--- src/hdl/actuator_control_map.vh ---
// control table addresses, power-on values, write bounds and timing
// assumes inclusion by bare name from the control table module
`ifndef ACTUATOR_CONTROL_MAP_VH
`define ACTUATOR_CONTROL_MAP_VH
// ==================================================
// addresses
`define A_NODE_ID 8'h03
`define A_LINK_DIV 8'h04
`define A_REPLY_DLY 8'h05
`define A_CW_LIM 8'h06
`define A_CCW_LIM 8'h08
`define A_TEMP_CEIL 8'h0b
`define A_VOLT_FLOOR 8'h0c
`define A_VOLT_CEIL 8'h0d
`define A_NV_TORQUE 8'h0e
`define A_REPLY_LVL 8'h10
`define A_LED_MASK 8'h11
`define A_SHUT_MASK 8'h12
`define A_RSVD_13 8'h13
`define A_TRIM 8'h14
`define A_DRIVE_ON 8'h18
`define A_LAMP 8'h19
`define A_CW_BAND 8'h1a
`define A_CCW_BAND 8'h1b
`define A_CW_SLOPE 8'h1c
`define A_CCW_SLOPE 8'h1d
`define A_GOAL 8'h1e
`define A_SPEED 8'h20
`define A_TORQUE 8'h22
`define A_POS 8'h24
`define A_VEL 8'h26
`define A_LOAD 8'h28
`define A_SUPPLY 8'h2a
`define A_TEMP 8'h2b
`define A_PENDING 8'h2c
`define A_MOVING 8'h2e
`define A_GUARD 8'h2f
`define A_PUNCH 8'h30
// ==================================================
// power-on and factory values
`define D_NODE_ID 8'h01
`define D_LINK_DIV 8'h01
`define D_REPLY_DLY 8'hfa
`define D_CW_LIM 10'h000
`define D_CCW_LIM 10'h3ff
`define D_TEMP_CEIL 8'h55
`define D_VOLT_FLOOR 8'h3c
`define D_VOLT_CEIL 8'hbe
`define D_NV_TORQUE 10'h3ff
`define D_REPLY_LVL 2'h2
`define D_ALARM_MASK 7'h04
`define D_SLOPE 8'h20
`define D_PUNCH 10'h020
// ==================================================
// write bounds
`define MAX_NODE_ID 16'h00fd
`define MAX_BYTE 16'h00fe
`define MAX_WORD 16'h03ff
`define MAX_SPEED_WHEEL 16'h07ff
`define MAX_TEMP 16'h0096
`define MIN_VOLT 16'h0032
`define MAX_VOLT 16'h00fa
`define MAX_LEVEL 16'h0002
`define MAX_MASK 16'h007f
`define ALL_NODES 8'hfe
// ==================================================
// error byte bit positions and speed direction bit
`define E_VOLT 0
`define E_ANGLE 1
`define E_HEAT 2
`define E_RANGE 3
`define E_CSUM 4
`define E_LOAD 5
`define E_INSTR 6
`define DIR_BIT 10
// ==================================================
// timing
`define REPLY_UNIT_NS 2000
`define BLINK_HOLD_MS 2000
`define BLINK_HALF_MS 250
`endif

--- src/hdl/actuator_control_table.v ---
// control table of a networked servo actuator: storage, write checks,
// reply gating and delay, alarm handling and the decoded drive outputs.
// assumes an outside packet decoder that presents one write or one
// read at a time, synchronous to clock_i, and sensors already digitised.
`include "actuator_control_map.vh"

module actuator_control_table #(
    parameter CLOCK_HZ = 10000000,
    parameter HOLD_CYCLES = (CLOCK_HZ / 1000) * `BLINK_HOLD_MS,
    parameter BLINK_CYCLES = (CLOCK_HZ / 1000) * `BLINK_HALF_MS
) (
    input wire clock_i,
    input wire sys_rst_i,
    input wire factory_load_i,
    input wire wr_i,
    input wire deferred_i,
    input wire commit_i,
    input wire [7:0] wr_addr_i,
    input wire [15:0] wr_data_i,
    input wire [7:0] rd_addr_i,
    output reg [7:0] rd_data_o,
    input wire pkt_done_i,
    input wire pkt_read_i,
    input wire [7:0] pkt_dest_i,
    output reg reply_start_o,
    input wire instr_err_i,
    input wire overload_err_i,
    input wire checksum_err_i,
    input wire [9:0] angle_i,
    input wire [10:0] velocity_i,
    input wire [10:0] load_i,
    input wire [7:0] supply_i,
    input wire [7:0] temperature_i,
    input wire moving_i,
    input wire [31:0] trim_i,
    output wire [7:0] error_byte_o,
    output reg [7:0] node_id_o,
    output reg [7:0] link_div_o,
    output wire torque_on_o,
    output wire [9:0] torque_ceiling_o,
    output wire [9:0] goal_o,
    output wire [9:0] speed_o,
    output wire speed_free_o,
    output wire wheel_mode_o,
    output wire turn_cw_o,
    output wire [9:0] punch_o,
    output wire lamp_o
);
    // ==================================================
    // timing counts
    localparam [31:0] UNIT_CYCLES =
        (CLOCK_HZ / 1000 * `REPLY_UNIT_NS + 999999) / 1000000;
    localparam [31:0] HOLD_N = HOLD_CYCLES;
    localparam [31:0] BLINK_N = BLINK_CYCLES;
    localparam [7:0] UNIT_N = UNIT_CYCLES[7:0];

    // ==================================================
    // storage
    reg [7:0] reply_delay, temperature_ceiling;
    reg [7:0] voltage_floor, voltage_ceiling;
    reg [9:0] cw_position_limit, ccw_position_limit;
    reg [9:0] stored_torque_ceiling;
    reg [1:0] reply_level;
    reg [6:0] led_alarm_mask, shutdown_alarm_mask;
    reg reserved_byte_13;
    reg drive_on, indicator_lamp, deferred_write_pending, write_guard;
    reg [7:0] cw_dead_band, ccw_dead_band, cw_gain_slope, ccw_gain_slope;
    reg [9:0] target_angle, active_torque_ceiling, minimum_drive_current;
    reg [10:0] target_velocity;
    reg power_on_copy, range_error, motion_active;
    reg [7:0] held_addr;
    reg [15:0] held_data;

    // ==================================================
    // write path: direct write or committed deferred write
    wire direct = wr_i & ~deferred_i;
    wire apply = direct | (commit_i & deferred_write_pending);
    wire [7:0] w_addr = direct ? wr_addr_i : held_addr;
    wire [15:0] w_data = direct ? wr_data_i : held_data;
    wire wheel_mode = (cw_position_limit == 10'h000) &&
        (ccw_position_limit == 10'h000);
    reg in_bounds;

    // per-register bounds; others refused
    always @* begin
        in_bounds = 1'b0;
        case (w_addr)
            `A_NODE_ID: in_bounds = w_data <= `MAX_NODE_ID;
            `A_LINK_DIV, `A_REPLY_DLY, `A_CW_BAND, `A_CCW_BAND:
                in_bounds = w_data <= `MAX_BYTE;
            `A_CW_LIM, `A_CCW_LIM, `A_NV_TORQUE, `A_GOAL, `A_TORQUE, `A_PUNCH:
                in_bounds = w_data <= `MAX_WORD;
            `A_SPEED: in_bounds = w_data <=
                (wheel_mode ? `MAX_SPEED_WHEEL : `MAX_WORD);
            `A_TEMP_CEIL: in_bounds = w_data <= `MAX_TEMP;
            `A_VOLT_FLOOR, `A_VOLT_CEIL:
                in_bounds = (w_data >= `MIN_VOLT) && (w_data <= `MAX_VOLT);
            `A_REPLY_LVL: in_bounds = w_data <= `MAX_LEVEL;
            `A_LED_MASK, `A_SHUT_MASK:
                in_bounds = w_data <= `MAX_MASK;
            `A_CW_SLOPE, `A_CCW_SLOPE:
                in_bounds = (w_data >= 16'h0001) && (w_data <= `MAX_BYTE);
            `A_RSVD_13, `A_DRIVE_ON, `A_LAMP, `A_PENDING:
                in_bounds = w_data <= 16'h0001;
            `A_GUARD: in_bounds = w_data == 16'h0001;
            default: in_bounds = 1'b0;
        endcase
    end

    // while guarded only the drive block is writable
    wire guard_ok = ~write_guard ||
        ((w_addr >= `A_DRIVE_ON) && (w_addr <= `A_TORQUE + 8'h01));
    wire accept = apply & in_bounds & guard_ok;

    // ==================================================
    // error conditions, recomputed every cycle except range error, held from the last write
    wire heat_err = temperature_i > temperature_ceiling;
    wire volt_err = (supply_i < voltage_floor) ||
        (supply_i > voltage_ceiling);
    wire angle_err = ~wheel_mode &&
        ((target_angle < cw_position_limit) ||
         (target_angle > ccw_position_limit));
    wire [6:0] errors;
    assign errors[`E_VOLT] = volt_err;
    assign errors[`E_ANGLE] = angle_err;
    assign errors[`E_HEAT] = heat_err;
    assign errors[`E_RANGE] = range_error;
    assign errors[`E_CSUM] = checksum_err_i;
    assign errors[`E_LOAD] = overload_err_i;
    assign errors[`E_INSTR] = instr_err_i;
    assign error_byte_o = {1'b0, errors};

    wire led_hit = |(errors & led_alarm_mask);
    wire shut_hit = |(errors & shutdown_alarm_mask);
    reg shut_seen;
    wire shut_rise = shut_hit & ~shut_seen;

    // ==================================================
    // nonvolatile area: survives sys_rst_i, restored by factory load
    always @(posedge clock_i) begin
        if (factory_load_i) begin
            node_id_o <= `D_NODE_ID;
            link_div_o <= `D_LINK_DIV;
            reply_delay <= `D_REPLY_DLY;
            cw_position_limit <= `D_CW_LIM;
            ccw_position_limit <= `D_CCW_LIM;
            temperature_ceiling <= `D_TEMP_CEIL;
            voltage_floor <= `D_VOLT_FLOOR;
            voltage_ceiling <= `D_VOLT_CEIL;
            stored_torque_ceiling <= `D_NV_TORQUE;
            reply_level <= `D_REPLY_LVL;
            led_alarm_mask <= `D_ALARM_MASK;
            shutdown_alarm_mask <= `D_ALARM_MASK;
            reserved_byte_13 <= 1'b0;
        end else if (accept) begin
            case (w_addr)
                `A_NODE_ID: node_id_o <= w_data[7:0];
                `A_LINK_DIV: link_div_o <= w_data[7:0];
                `A_REPLY_DLY: reply_delay <= w_data[7:0];
                `A_CW_LIM: cw_position_limit <= w_data[9:0];
                `A_CCW_LIM: ccw_position_limit <= w_data[9:0];
                `A_TEMP_CEIL: temperature_ceiling <= w_data[7:0];
                `A_VOLT_FLOOR: voltage_floor <= w_data[7:0];
                `A_VOLT_CEIL: voltage_ceiling <= w_data[7:0];
                `A_NV_TORQUE: stored_torque_ceiling <= w_data[9:0];
                `A_REPLY_LVL: reply_level <= w_data[1:0];
                `A_LED_MASK: led_alarm_mask <= w_data[6:0];
                `A_SHUT_MASK: shutdown_alarm_mask <= w_data[6:0];
                `A_RSVD_13: reserved_byte_13 <= w_data[0];
                default: reserved_byte_13 <= reserved_byte_13;
            endcase
        end
    end

    // ==================================================
    // volatile area: power-on defaults, then writes
    always @(posedge clock_i or posedge sys_rst_i) begin
        if (sys_rst_i) begin
            drive_on <= 1'b0;
            indicator_lamp <= 1'b0;
            cw_dead_band <= 8'h00;
            ccw_dead_band <= 8'h00;
            cw_gain_slope <= `D_SLOPE;
            ccw_gain_slope <= `D_SLOPE;
            target_angle <= 10'h000;
            target_velocity <= 11'h000;
            active_torque_ceiling <= 10'h000;
            minimum_drive_current <= `D_PUNCH;
            deferred_write_pending <= 1'b0;
            write_guard <= 1'b0;
            power_on_copy <= 1'b1;
            held_addr <= 8'h00;
            held_data <= 16'h0000;
            shut_seen <= 1'b0;
            range_error <= 1'b0;
            motion_active <= 1'b0;
        end else begin
            shut_seen <= shut_hit;
            motion_active <= moving_i;
            // refused write sets range error
            if (apply & ~accept)
                range_error <= 1'b1;
            else if (accept)
                range_error <= 1'b0;
            if (power_on_copy) begin
                // first edge after release: power-on copy
                power_on_copy <= 1'b0;
                active_torque_ceiling <= stored_torque_ceiling;
                target_angle <= angle_i;
            end else if (accept) begin
                case (w_addr)
                    `A_DRIVE_ON: drive_on <= w_data[0];
                    `A_LAMP: indicator_lamp <= w_data[0];
                    `A_CW_BAND: cw_dead_band <= w_data[7:0];
                    `A_CCW_BAND: ccw_dead_band <= w_data[7:0];
                    `A_CW_SLOPE: cw_gain_slope <= w_data[7:0];
                    `A_CCW_SLOPE: ccw_gain_slope <= w_data[7:0];
                    `A_GOAL: target_angle <= w_data[9:0];
                    `A_SPEED: target_velocity <= w_data[10:0];
                    `A_TORQUE: active_torque_ceiling <= w_data[9:0];
                    `A_PUNCH: minimum_drive_current <= w_data[9:0];
                    `A_GUARD: write_guard <= 1'b1;
                    default: held_addr <= held_addr;
                endcase
            end
            // masked error edge beats a same-cycle enable write
            if (shut_rise)
                drive_on <= 1'b0;
            // deferred write: store, run on commit
            if (wr_i & deferred_i) begin
                held_addr <= wr_addr_i;
                held_data <= wr_data_i;
                deferred_write_pending <= 1'b1;
            end else if (commit_i & deferred_write_pending) begin
                deferred_write_pending <= 1'b0;
            end else if (accept && w_addr == `A_PENDING) begin
                deferred_write_pending <= w_data[0];
            end
        end
    end

    // ==================================================
    // reply gating and delay
    reg [7:0] unit_left;
    reg [7:0] tick_left;
    reg waiting;
    wire want_reply = (pkt_dest_i != `ALL_NODES) &&
        ((reply_level == 2'h2) ||
         (reply_level == 2'h1 && pkt_read_i));

    // counts delay units of UNIT_N cycles each; delay 0 replies at once
    always @(posedge clock_i or posedge sys_rst_i) begin
        if (sys_rst_i) begin
            waiting <= 1'b0;
            unit_left <= 8'h00;
            tick_left <= 8'h00;
            reply_start_o <= 1'b0;
        end else begin
            reply_start_o <= 1'b0;
            if (pkt_done_i) begin
                waiting <= want_reply;
                unit_left <= reply_delay;
                tick_left <= UNIT_N - 8'h01;
            end else if (waiting) begin
                if (unit_left == 8'h00) begin
                    waiting <= 1'b0;
                    reply_start_o <= 1'b1;
                end else if (tick_left == 8'h00) begin
                    tick_left <= UNIT_N - 8'h01;
                    unit_left <= unit_left - 8'h01;
                end else begin
                    tick_left <= tick_left - 8'h01;
                end
            end
        end
    end

    // ==================================================
    // alarm blinking with hold after errors clear
    reg [31:0] hold_left;
    reg [31:0] blink_left;
    reg blink_phase;
    wire blinking = led_hit || (hold_left != 32'h0);

    // hold restarts while active, so ends HOLD_N after clearing
    always @(posedge clock_i or posedge sys_rst_i) begin
        if (sys_rst_i) begin
            hold_left <= 32'h0;
            blink_left <= 32'h0;
            blink_phase <= 1'b0;
        end else begin
            if (led_hit)
                hold_left <= HOLD_N;
            else if (hold_left != 32'h0)
                hold_left <= hold_left - 32'h1;
            if (!blinking) begin
                blink_left <= 32'h0;
                blink_phase <= 1'b0;
            end else if (blink_left == 32'h0) begin
                blink_left <= BLINK_N - 32'h1;
                blink_phase <= ~blink_phase;
            end else begin
                blink_left <= blink_left - 32'h1;
            end
        end
    end

    // ==================================================
    // decoded drive outputs
    assign lamp_o = blinking ? blink_phase : indicator_lamp;
    assign torque_on_o = drive_on;
    assign torque_ceiling_o = active_torque_ceiling;
    assign goal_o = target_angle;
    assign speed_o = target_velocity[9:0];
    assign speed_free_o = target_velocity[9:0] == 10'h000;
    assign wheel_mode_o = wheel_mode;
    assign turn_cw_o = wheel_mode & target_velocity[`DIR_BIT];
    assign punch_o = minimum_drive_current;

    // ==================================================
    // read port, one cycle latency; unmapped bytes read zero
    wire [15:0] load_word = {5'h00, load_i};
    reg [7:0] rd_byte;
    always @* begin
        rd_byte = 8'h00;
        case (rd_addr_i)
            `A_NODE_ID: rd_byte = node_id_o;
            `A_LINK_DIV: rd_byte = link_div_o;
            `A_REPLY_DLY: rd_byte = reply_delay;
            `A_CW_LIM: rd_byte = cw_position_limit[7:0];
            `A_CW_LIM + 8'h01: rd_byte = {6'h00, cw_position_limit[9:8]};
            `A_CCW_LIM: rd_byte = ccw_position_limit[7:0];
            `A_CCW_LIM + 8'h01: rd_byte = {6'h00, ccw_position_limit[9:8]};
            `A_TEMP_CEIL: rd_byte = temperature_ceiling;
            `A_VOLT_FLOOR: rd_byte = voltage_floor;
            `A_VOLT_CEIL: rd_byte = voltage_ceiling;
            `A_NV_TORQUE: rd_byte = stored_torque_ceiling[7:0];
            `A_NV_TORQUE + 8'h01:
                rd_byte = {6'h00, stored_torque_ceiling[9:8]};
            `A_REPLY_LVL: rd_byte = {6'h00, reply_level};
            `A_LED_MASK: rd_byte = {1'b0, led_alarm_mask};
            `A_SHUT_MASK: rd_byte = {1'b0, shutdown_alarm_mask};
            `A_RSVD_13: rd_byte = {7'h00, reserved_byte_13};
            `A_TRIM: rd_byte = trim_i[7:0];
            `A_TRIM + 8'h01: rd_byte = trim_i[15:8];
            `A_TRIM + 8'h02: rd_byte = trim_i[23:16];
            `A_TRIM + 8'h03: rd_byte = trim_i[31:24];
            `A_DRIVE_ON: rd_byte = {7'h00, drive_on};
            `A_LAMP: rd_byte = {7'h00, indicator_lamp};
            `A_CW_BAND: rd_byte = cw_dead_band;
            `A_CCW_BAND: rd_byte = ccw_dead_band;
            `A_CW_SLOPE: rd_byte = cw_gain_slope;
            `A_CCW_SLOPE: rd_byte = ccw_gain_slope;
            `A_GOAL: rd_byte = target_angle[7:0];
            `A_GOAL + 8'h01: rd_byte = {6'h00, target_angle[9:8]};
            `A_SPEED: rd_byte = target_velocity[7:0];
            `A_SPEED + 8'h01: rd_byte = {5'h00, target_velocity[10:8]};
            `A_TORQUE: rd_byte = active_torque_ceiling[7:0];
            `A_TORQUE + 8'h01:
                rd_byte = {6'h00, active_torque_ceiling[9:8]};
            `A_POS: rd_byte = angle_i[7:0];
            `A_POS + 8'h01: rd_byte = {6'h00, angle_i[9:8]};
            `A_VEL: rd_byte = velocity_i[7:0];
            `A_VEL + 8'h01: rd_byte = {5'h00, velocity_i[10:8]};
            `A_LOAD: rd_byte = load_word[7:0];
            `A_LOAD + 8'h01: rd_byte = load_word[15:8];
            `A_SUPPLY: rd_byte = supply_i;
            `A_TEMP: rd_byte = temperature_i;
            `A_PENDING: rd_byte = {7'h00, deferred_write_pending};
            `A_MOVING: rd_byte = {7'h00, motion_active};
            `A_GUARD: rd_byte = {7'h00, write_guard};
            `A_PUNCH: rd_byte = minimum_drive_current[7:0];
            `A_PUNCH + 8'h01:
                rd_byte = {6'h00, minimum_drive_current[9:8]};
            default: rd_byte = 8'h00;
        endcase
    end

    always @(posedge clock_i or posedge sys_rst_i) begin
        if (sys_rst_i)
            rd_data_o <= 8'h00;
        else
            rd_data_o <= rd_byte;
    end
endmodule

--- config.mk ---
export PLATFORM = sky130hd
export DESIGN_NAME = actuator_control_table
export DESIGN_NICKNAME = d
export VERILOG_FILES = /design/src/hdl/actuator_control_table.v
export VERILOG_INCLUDE_DIRS = /design/src /design/src/hdl
export SDC_FILE = /design/constraint.sdc
export NUM_CORES = 1
export LEC_CHECK = 0
export ABC_CLOCK_PERIOD_IN_PS = 7390
export BUFFER_PORTS_ARGS = -buffer_cell sky130_fd_sc_hd__buf_2
export CAP_MARGIN = 15
export CORE_ASPECT_RATIO = 0.6
export CORE_MARGIN = 3
export CORE_UTILIZATION = 37
export CTS_CLUSTER_SIZE = 14
export DETAILED_ROUTE_END_ITERATION = 10
export PLACE_DENSITY = 0.61
export SETUP_SLACK_MARGIN = 0.1
export SLEW_MARGIN = 20
export SYNTH_ARGS = -nofsm -noshare
export SYNTH_HDL_FRONTEND = slang
export SYNTH_SLANG_ARGS = --single-unit
export TNS_END_PERCENT = 5
--- constraint.sdc ---
create_clock -name clock_i -period 7.39 [get_ports clock_i]
set_input_delay 1.478 -clock clock_i [delete_from_list [all_inputs] [get_ports clock_i]]
set_output_delay 1.478 -clock clock_i [all_outputs]
set_load 0.02 [all_outputs]
==> impl_results.html <==
<table>
<tr><th>Metric</th><th>Value</th></tr>
<tr><th colspan="2">Clocking</th></tr>
<tr><td>Worst-skew pair later-pin latency</td><td>0.59 ns</td></tr>
<tr><td>Post-CTS setup buffers</td><td>0</td></tr>
<tr><td>Clock H-tree levels</td><td>1</td></tr>
<tr><td>Clock tree from TritonCTS</td><td>built</td></tr>
<tr><td>Maximum buffer depth of the clock tree</td><td>3</td></tr>
<tr><td>Hold buffer count at CTS</td><td>0</td></tr>
<tr><td>Clock transition at the registers of the reported paths</td><td>0.06 ns</td></tr>
<tr><td>Clk sink count</td><td>291</td></tr>
<tr><td>Number of cells upsized or downsized after cts</td><td>0</td></tr>
<tr><td>Num CTS Buffers</td><td>30</td></tr>
<tr><td>Clk Tree Root Cell</td><td>sky130_fd_sc_hd__clkbuf_16</td></tr>
<tr><th colspan="2">STA</th></tr>
<tr><td>Setup repair after global routing missed its margin</td><td>false</td></tr>
<tr><td>Final setup violation count</td><td>0</td></tr>
<tr><td>F_max</td><td>173.0 MHz</td></tr>
<tr><td>Layout Skew</td><td>0.01443 ns</td></tr>
<tr><td>Max-slew violation count</td><td>0</td></tr>
<tr><td>Number of endpoints with negative hold slack in the final report</td><td>0</td></tr>
<tr><td>Final-layout setup total negative slack</td><td>0 ns</td></tr>
<tr><td>Least-Margin Pin Slew</td><td>1.175 ns</td></tr>
<tr><td>Final worst path period share</td><td>78.20%</td></tr>
<tr><td>Min Clock Period, post-route</td><td>5.779 ns</td></tr>
<tr><td>Worst rel slew slack</td><td>21.69%</td></tr>
<tr><th colspan="2">Global route</th></tr>
<tr><td>GR Util met2</td><td>38.72%</td></tr>
<tr><td>Routing usage on met1</td><td>41.35%</td></tr>
<tr><td>Most used routing layer in global routing</td><td>met1</td></tr>
<tr><td>Number of antenna violations at the first check in global routing</td><td>7</td></tr>
<tr><td>Wire length of the first global-routing pass</td><td>99100 µm</td></tr>
<tr><td>Total GRT Usage</td><td>28.10%</td></tr>
<tr><td>Pin count of the biggest net entering global routing</td><td>88</td></tr>
<tr><td>Total gr overflow</td><td>0</td></tr>
<tr><td>Vias in the first global route</td><td>14200</td></tr>
<tr><td>Met3 capacity usage during global routing</td><td>9.943%</td></tr>
<tr><th colspan="2">Synth</th></tr>
<tr><td>Synth warn</td><td>0</td></tr>
<tr><td>Cell area after technology mapping</td><td>0.01669 mm²</td></tr>
<tr><td>Sequential area share after synthesis</td><td>40.82%</td></tr>
<tr><td>Synth top area cells</td><td>sky130_fd_sc_hd__dfrtp_1 (29%), sky130_fd_sc_hd__dfxtp_1 (11%), sky130_fd_sc_hd__mux2_2 (6.1%)</td></tr>
<tr><td>Post-synthesis instance total</td><td>1739</td></tr>
<tr><td>Post-synthesis average cell area</td><td>9.597 µm²</td></tr>
<tr><td>Post-synth EDFFs</td><td>0</td></tr>
<tr><td>Synthesized flop and latch total</td><td>291</td></tr>
<tr><td>Share of flip-flops with an asynchronous set or reset</td><td>67.35%</td></tr>
<tr><td>Dominant synthesized flop cell</td><td>sky130_fd_sc_hd__dfrtp_1</td></tr>
<tr><td>Share of the synthesized area in the top cell type</td><td>28.79%</td></tr>
<tr><td>Count of different cell masters after synthesis</td><td>87</td></tr>
<tr><td>Cell type contributing the most total cell area after synthesis</td><td>sky130_fd_sc_hd__dfrtp_1</td></tr>
<tr><th colspan="2">Placed design</th></tr>
<tr><td>Final weighted congestion in routability-driven placement</td><td>1.011</td></tr>
<tr><td>Number of port buffers</td><td>208</td></tr>
<tr><td>Cell area reported after detailed placement</td><td>0.01820 mm²</td></tr>
<tr><td>Total half-perimeter wirelength after legalization and detailed placement</td><td>53390 µm</td></tr>
<tr><th colspan="2">Route</th></tr>
<tr><td>Count of antenna-violating nets left after detailed routing</td><td>0</td></tr>
<tr><td>DRT iter0 DRCs</td><td>2088</td></tr>
<tr><td>Number of detailed-route iterations in the first pass</td><td>6</td></tr>
<tr><td>Wirelength per Cell</td><td>27.42 µm</td></tr>
<tr><td>Final Routed Wirelength</td><td>69090 µm</td></tr>
<tr><td>Number of vias per cell</td><td>6.113</td></tr>
<tr><td>Count of unresolved DRC violations after routing</td><td>0</td></tr>
<tr><td>Number of vias after detailed routing</td><td>15410</td></tr>
<tr><th colspan="2">Finish</th></tr>
<tr><td>Diode insertion count for antenna repair</td><td>0</td></tr>
<tr><td>Top library cells by usage in the layout, fill and taps aside</td><td>sky130_fd_sc_hd__nor2_1 (231), sky130_fd_sc_hd__buf_2 (207), sky130_fd_sc_hd__dfrtp_1 (192)</td></tr>
<tr><td>Final net count</td><td>2098</td></tr>
<tr><td>Finished layout cell area</td><td>0.01920 mm²</td></tr>
<tr><td>Most common cell after layout, fill and taps aside</td><td>sky130_fd_sc_hd__nor2_1</td></tr>
<tr><td>Fraction of layout instances using a drive strength above 1</td><td>22.98%</td></tr>
<tr><td>Layout overhead on the synthesized area</td><td>15.05%</td></tr>
<tr><th colspan="2">Power</th></tr>
<tr><td>Cell area power density</td><td>205.0 mW/mm²</td></tr>
<tr><td>Fraction of power consumed by combinational cells</td><td>16.8%</td></tr>
<tr><td>Internal portion of total power</td><td>2719 µW</td></tr>
<tr><td>Clock network fraction of total power</td><td>39.0%</td></tr>
<tr><td>IR drop worst, VDD</td><td>166.7 µV</td></tr>
<tr><td>Power Total</td><td>3936 µW</td></tr>
<tr><td>Net switching power figure</td><td>1217 µW</td></tr>
<tr><td>Switching part of the total power</td><td>30.92%</td></tr>
<tr><td>Register share of total power</td><td>44.2%</td></tr>
<tr><td>Leakage dissipation</td><td>0.008437 µW</td></tr>
<tr><th colspan="2">Outcome</th></tr>
<tr><td>Result of the run</td><td>complete, no violations</td></tr>
<tr><th colspan="2">Critical path</th></tr>
<tr><td>Highest net fanout along the worst path</td><td>14</td></tr>
<tr><td>Type of the worst setup path</td><td>in2out</td></tr>
<tr><td>Arrival time of the worst setup path</td><td>4.30 ns</td></tr>
<tr><td>Cells along the critical path</td><td>buf_2 -&gt; ha_1 -&gt; nor2b_1 -&gt; o21a_1 -&gt; o21a_1 -&gt; o21ai_0 -&gt; a21oi_1 -&gt; a21oi_1 -&gt; nand2b_1 -&gt; nor3_1 -&gt; buf_4 -&gt; mux2_2 -&gt; buf_2</td></tr>
<tr><td>Sort of element at the end of the critical path</td><td>output port</td></tr>
<tr><td>Req. time, crit path</td><td>5.91 ns</td></tr>
<tr><td>Worst path slowest cell</td><td>sky130_fd_sc_hd__a21oi_1</td></tr>
<tr><td>Crit start category</td><td>primary input</td></tr>
<tr><td>CP peak stage delay</td><td>0.47 ns</td></tr>
<tr><th colspan="2">Worst hold path</th></tr>
<tr><td>Worst min path class</td><td>reg2reg</td></tr>
<tr><th colspan="2">Run</th></tr>
<tr><td>Max-Cap Viols</td><td>0</td></tr>
<tr><th colspan="2">Floorplan</th></tr>
<tr><td>Starting density of the core</td><td>37.99%</td></tr>
<tr><td>Die Y-Extent</td><td>170.5 µm</td></tr>
<tr><td>Area enclosed by the die boundary</td><td>0.04777 mm²</td></tr>
<tr><td>Number of standard-cell rows in the floorplan</td><td>59</td></tr>
<tr><td>Total core area</td><td>0.04392 mm²</td></tr>
<tr><td>DIE WIDTH</td><td>280.2 µm</td></tr>
<tr><td>Number of ports placed on the die boundary</td><td>210</td></tr>
</table>
-- sequential cells by signal, summed over array words and instances, names as in the netlist, 10 cells and up --
signal and cells:
hold_left 32, punch_o 10, goal_o 10, stored_torque_ceiling 10
cw_position_limit 10, torque_ceiling_o 10, ccw_position_limit 10, blink_left 32
held_data 16, target_velocity 11
-- cells by family after synthesis --
family	after synthesis	share of synthesized area, %
buffers and inverters	177	4.948
adders and majority gates	49	3.674
other	1	0.02247
xor gates and xnor gates	60	3.149
AOI/OAI and AO/OA	330	15.93
DFF	291	40.82
and+or+nand+nor	634	18.40
muxes	197	13.06
-- cell type report --
cell class	instances	area, µm²
Clock inverter	8	55.05
Fill cell	4308	24720
Multi-Input combinational cell	1272	9084
Tap cell	579	724.4
Sequential cell	291	6812
Inverter	80	307.8
Timing Repair Buffer	242	1299
Clock buffer	48	919.6
-- synth_stat cells (26+ instances only) --
| cell | instances |
|---|---|
| sky130_fd_sc_hd__nand2_1 | 127 |
| sky130_fd_sc_hd__a22o_1 | 34 |
| sky130_fd_sc_hd__o21ai_0 | 41 |
| sky130_fd_sc_hd__xnor2_1 | 38 |
| sky130_fd_sc_hd__dfrtp_1 | 192 |
| sky130_fd_sc_hd__dfxtp_1 | 95 |
| sky130_fd_sc_hd__mux2_2 | 91 |
| sky130_fd_sc_hd__a211oi_1 | 26 |
| sky130_fd_sc_hd__nand3_1 | 41 |
| sky130_fd_sc_hd__ha_1 | 49 |
| sky130_fd_sc_hd__clkbuf_1 | 49 |
| sky130_fd_sc_hd__a21oi_1 | 41 |
| sky130_fd_sc_hd__nor3_1 | 58 |
| sky130_fd_sc_hd__a22oi_1 | 43 |
| sky130_fd_sc_hd__nor2_1 | 231 |
| sky130_fd_sc_hd__a221oi_1 | 34 |
| sky130_fd_sc_hd__mux2i_1 | 92 |
| sky130_fd_sc_hd__inv_1 | 79 |
-- critical path, delay by kind of cell --
kind | cells | cell delay [ns]
AOI/OAI and AO/OA | 5 | 1.11
buffers and inverters | 3 | 0.53
and+or+nand+nor | 3 | 0.51
muxes | 1 | 0.36
adders and majority gates | 1 | 0.29
-- metal layers --
metal / up-vias / part of all wire (%) / wire length, µm
met5: - / 0.042 / 29
met4: 4 / 3.2 / 2213
met3: 163 / 13 / 9258
met2: 906 / 39 / 27260
met1: 7644 / 44 / 30330
li1: 6689 / - / -
-- stage by stage --
| step | hold WS, ns | util (%) | std cells | setup slack (ns) |
|---|---|---|---|---|
| after floorplan | 0.4507 | - | 1740 | 0.5780 |
| after global placement | 0.4717 | 41.44 | 2462 | 1.406 |
| after detailed placement | 0.4680 | 41.44 | 2462 | 1.316 |
| after CTS | 0.4786 | 43.66 | 2518 | 1.629 |
| after global routing | 0.5081 | 43.71 | 2520 | 1.450 |
| final | 0.4834 | 43.71 | 2520 | 1.611 |
-- worst paths after layout --
path | from | to | slack, ns | cells past startpoint
max reg2reg | ccw_position_limit[6] | punch_o[9] | 2.70 | 12
min | voltage_floor[1] | voltage_floor[1] | 0.48 | 2
min reg2reg | voltage_floor[1] | voltage_floor[1] | 0.48 | 2
min in group asynchronous | sys_rst_i | tick_left[5] | 1.00 | 2
max in group asynchronous | sys_rst_i | held_data[0] | 5.09 | 3
max | temperature_i[1] | lamp_o | 1.61 | 13
-- power groups by stage --
stage               sequential, µW  clock [µW]  combinational (µW)
floorplan                     1750           0                 392
global placement              1770           0                 637
detailed placement            1770           0                 641
CTS                           1740        1550                 644
global route                  1750        1620                 703
finish                        1740        1530                 661
(Power assumes the default switching activity.)
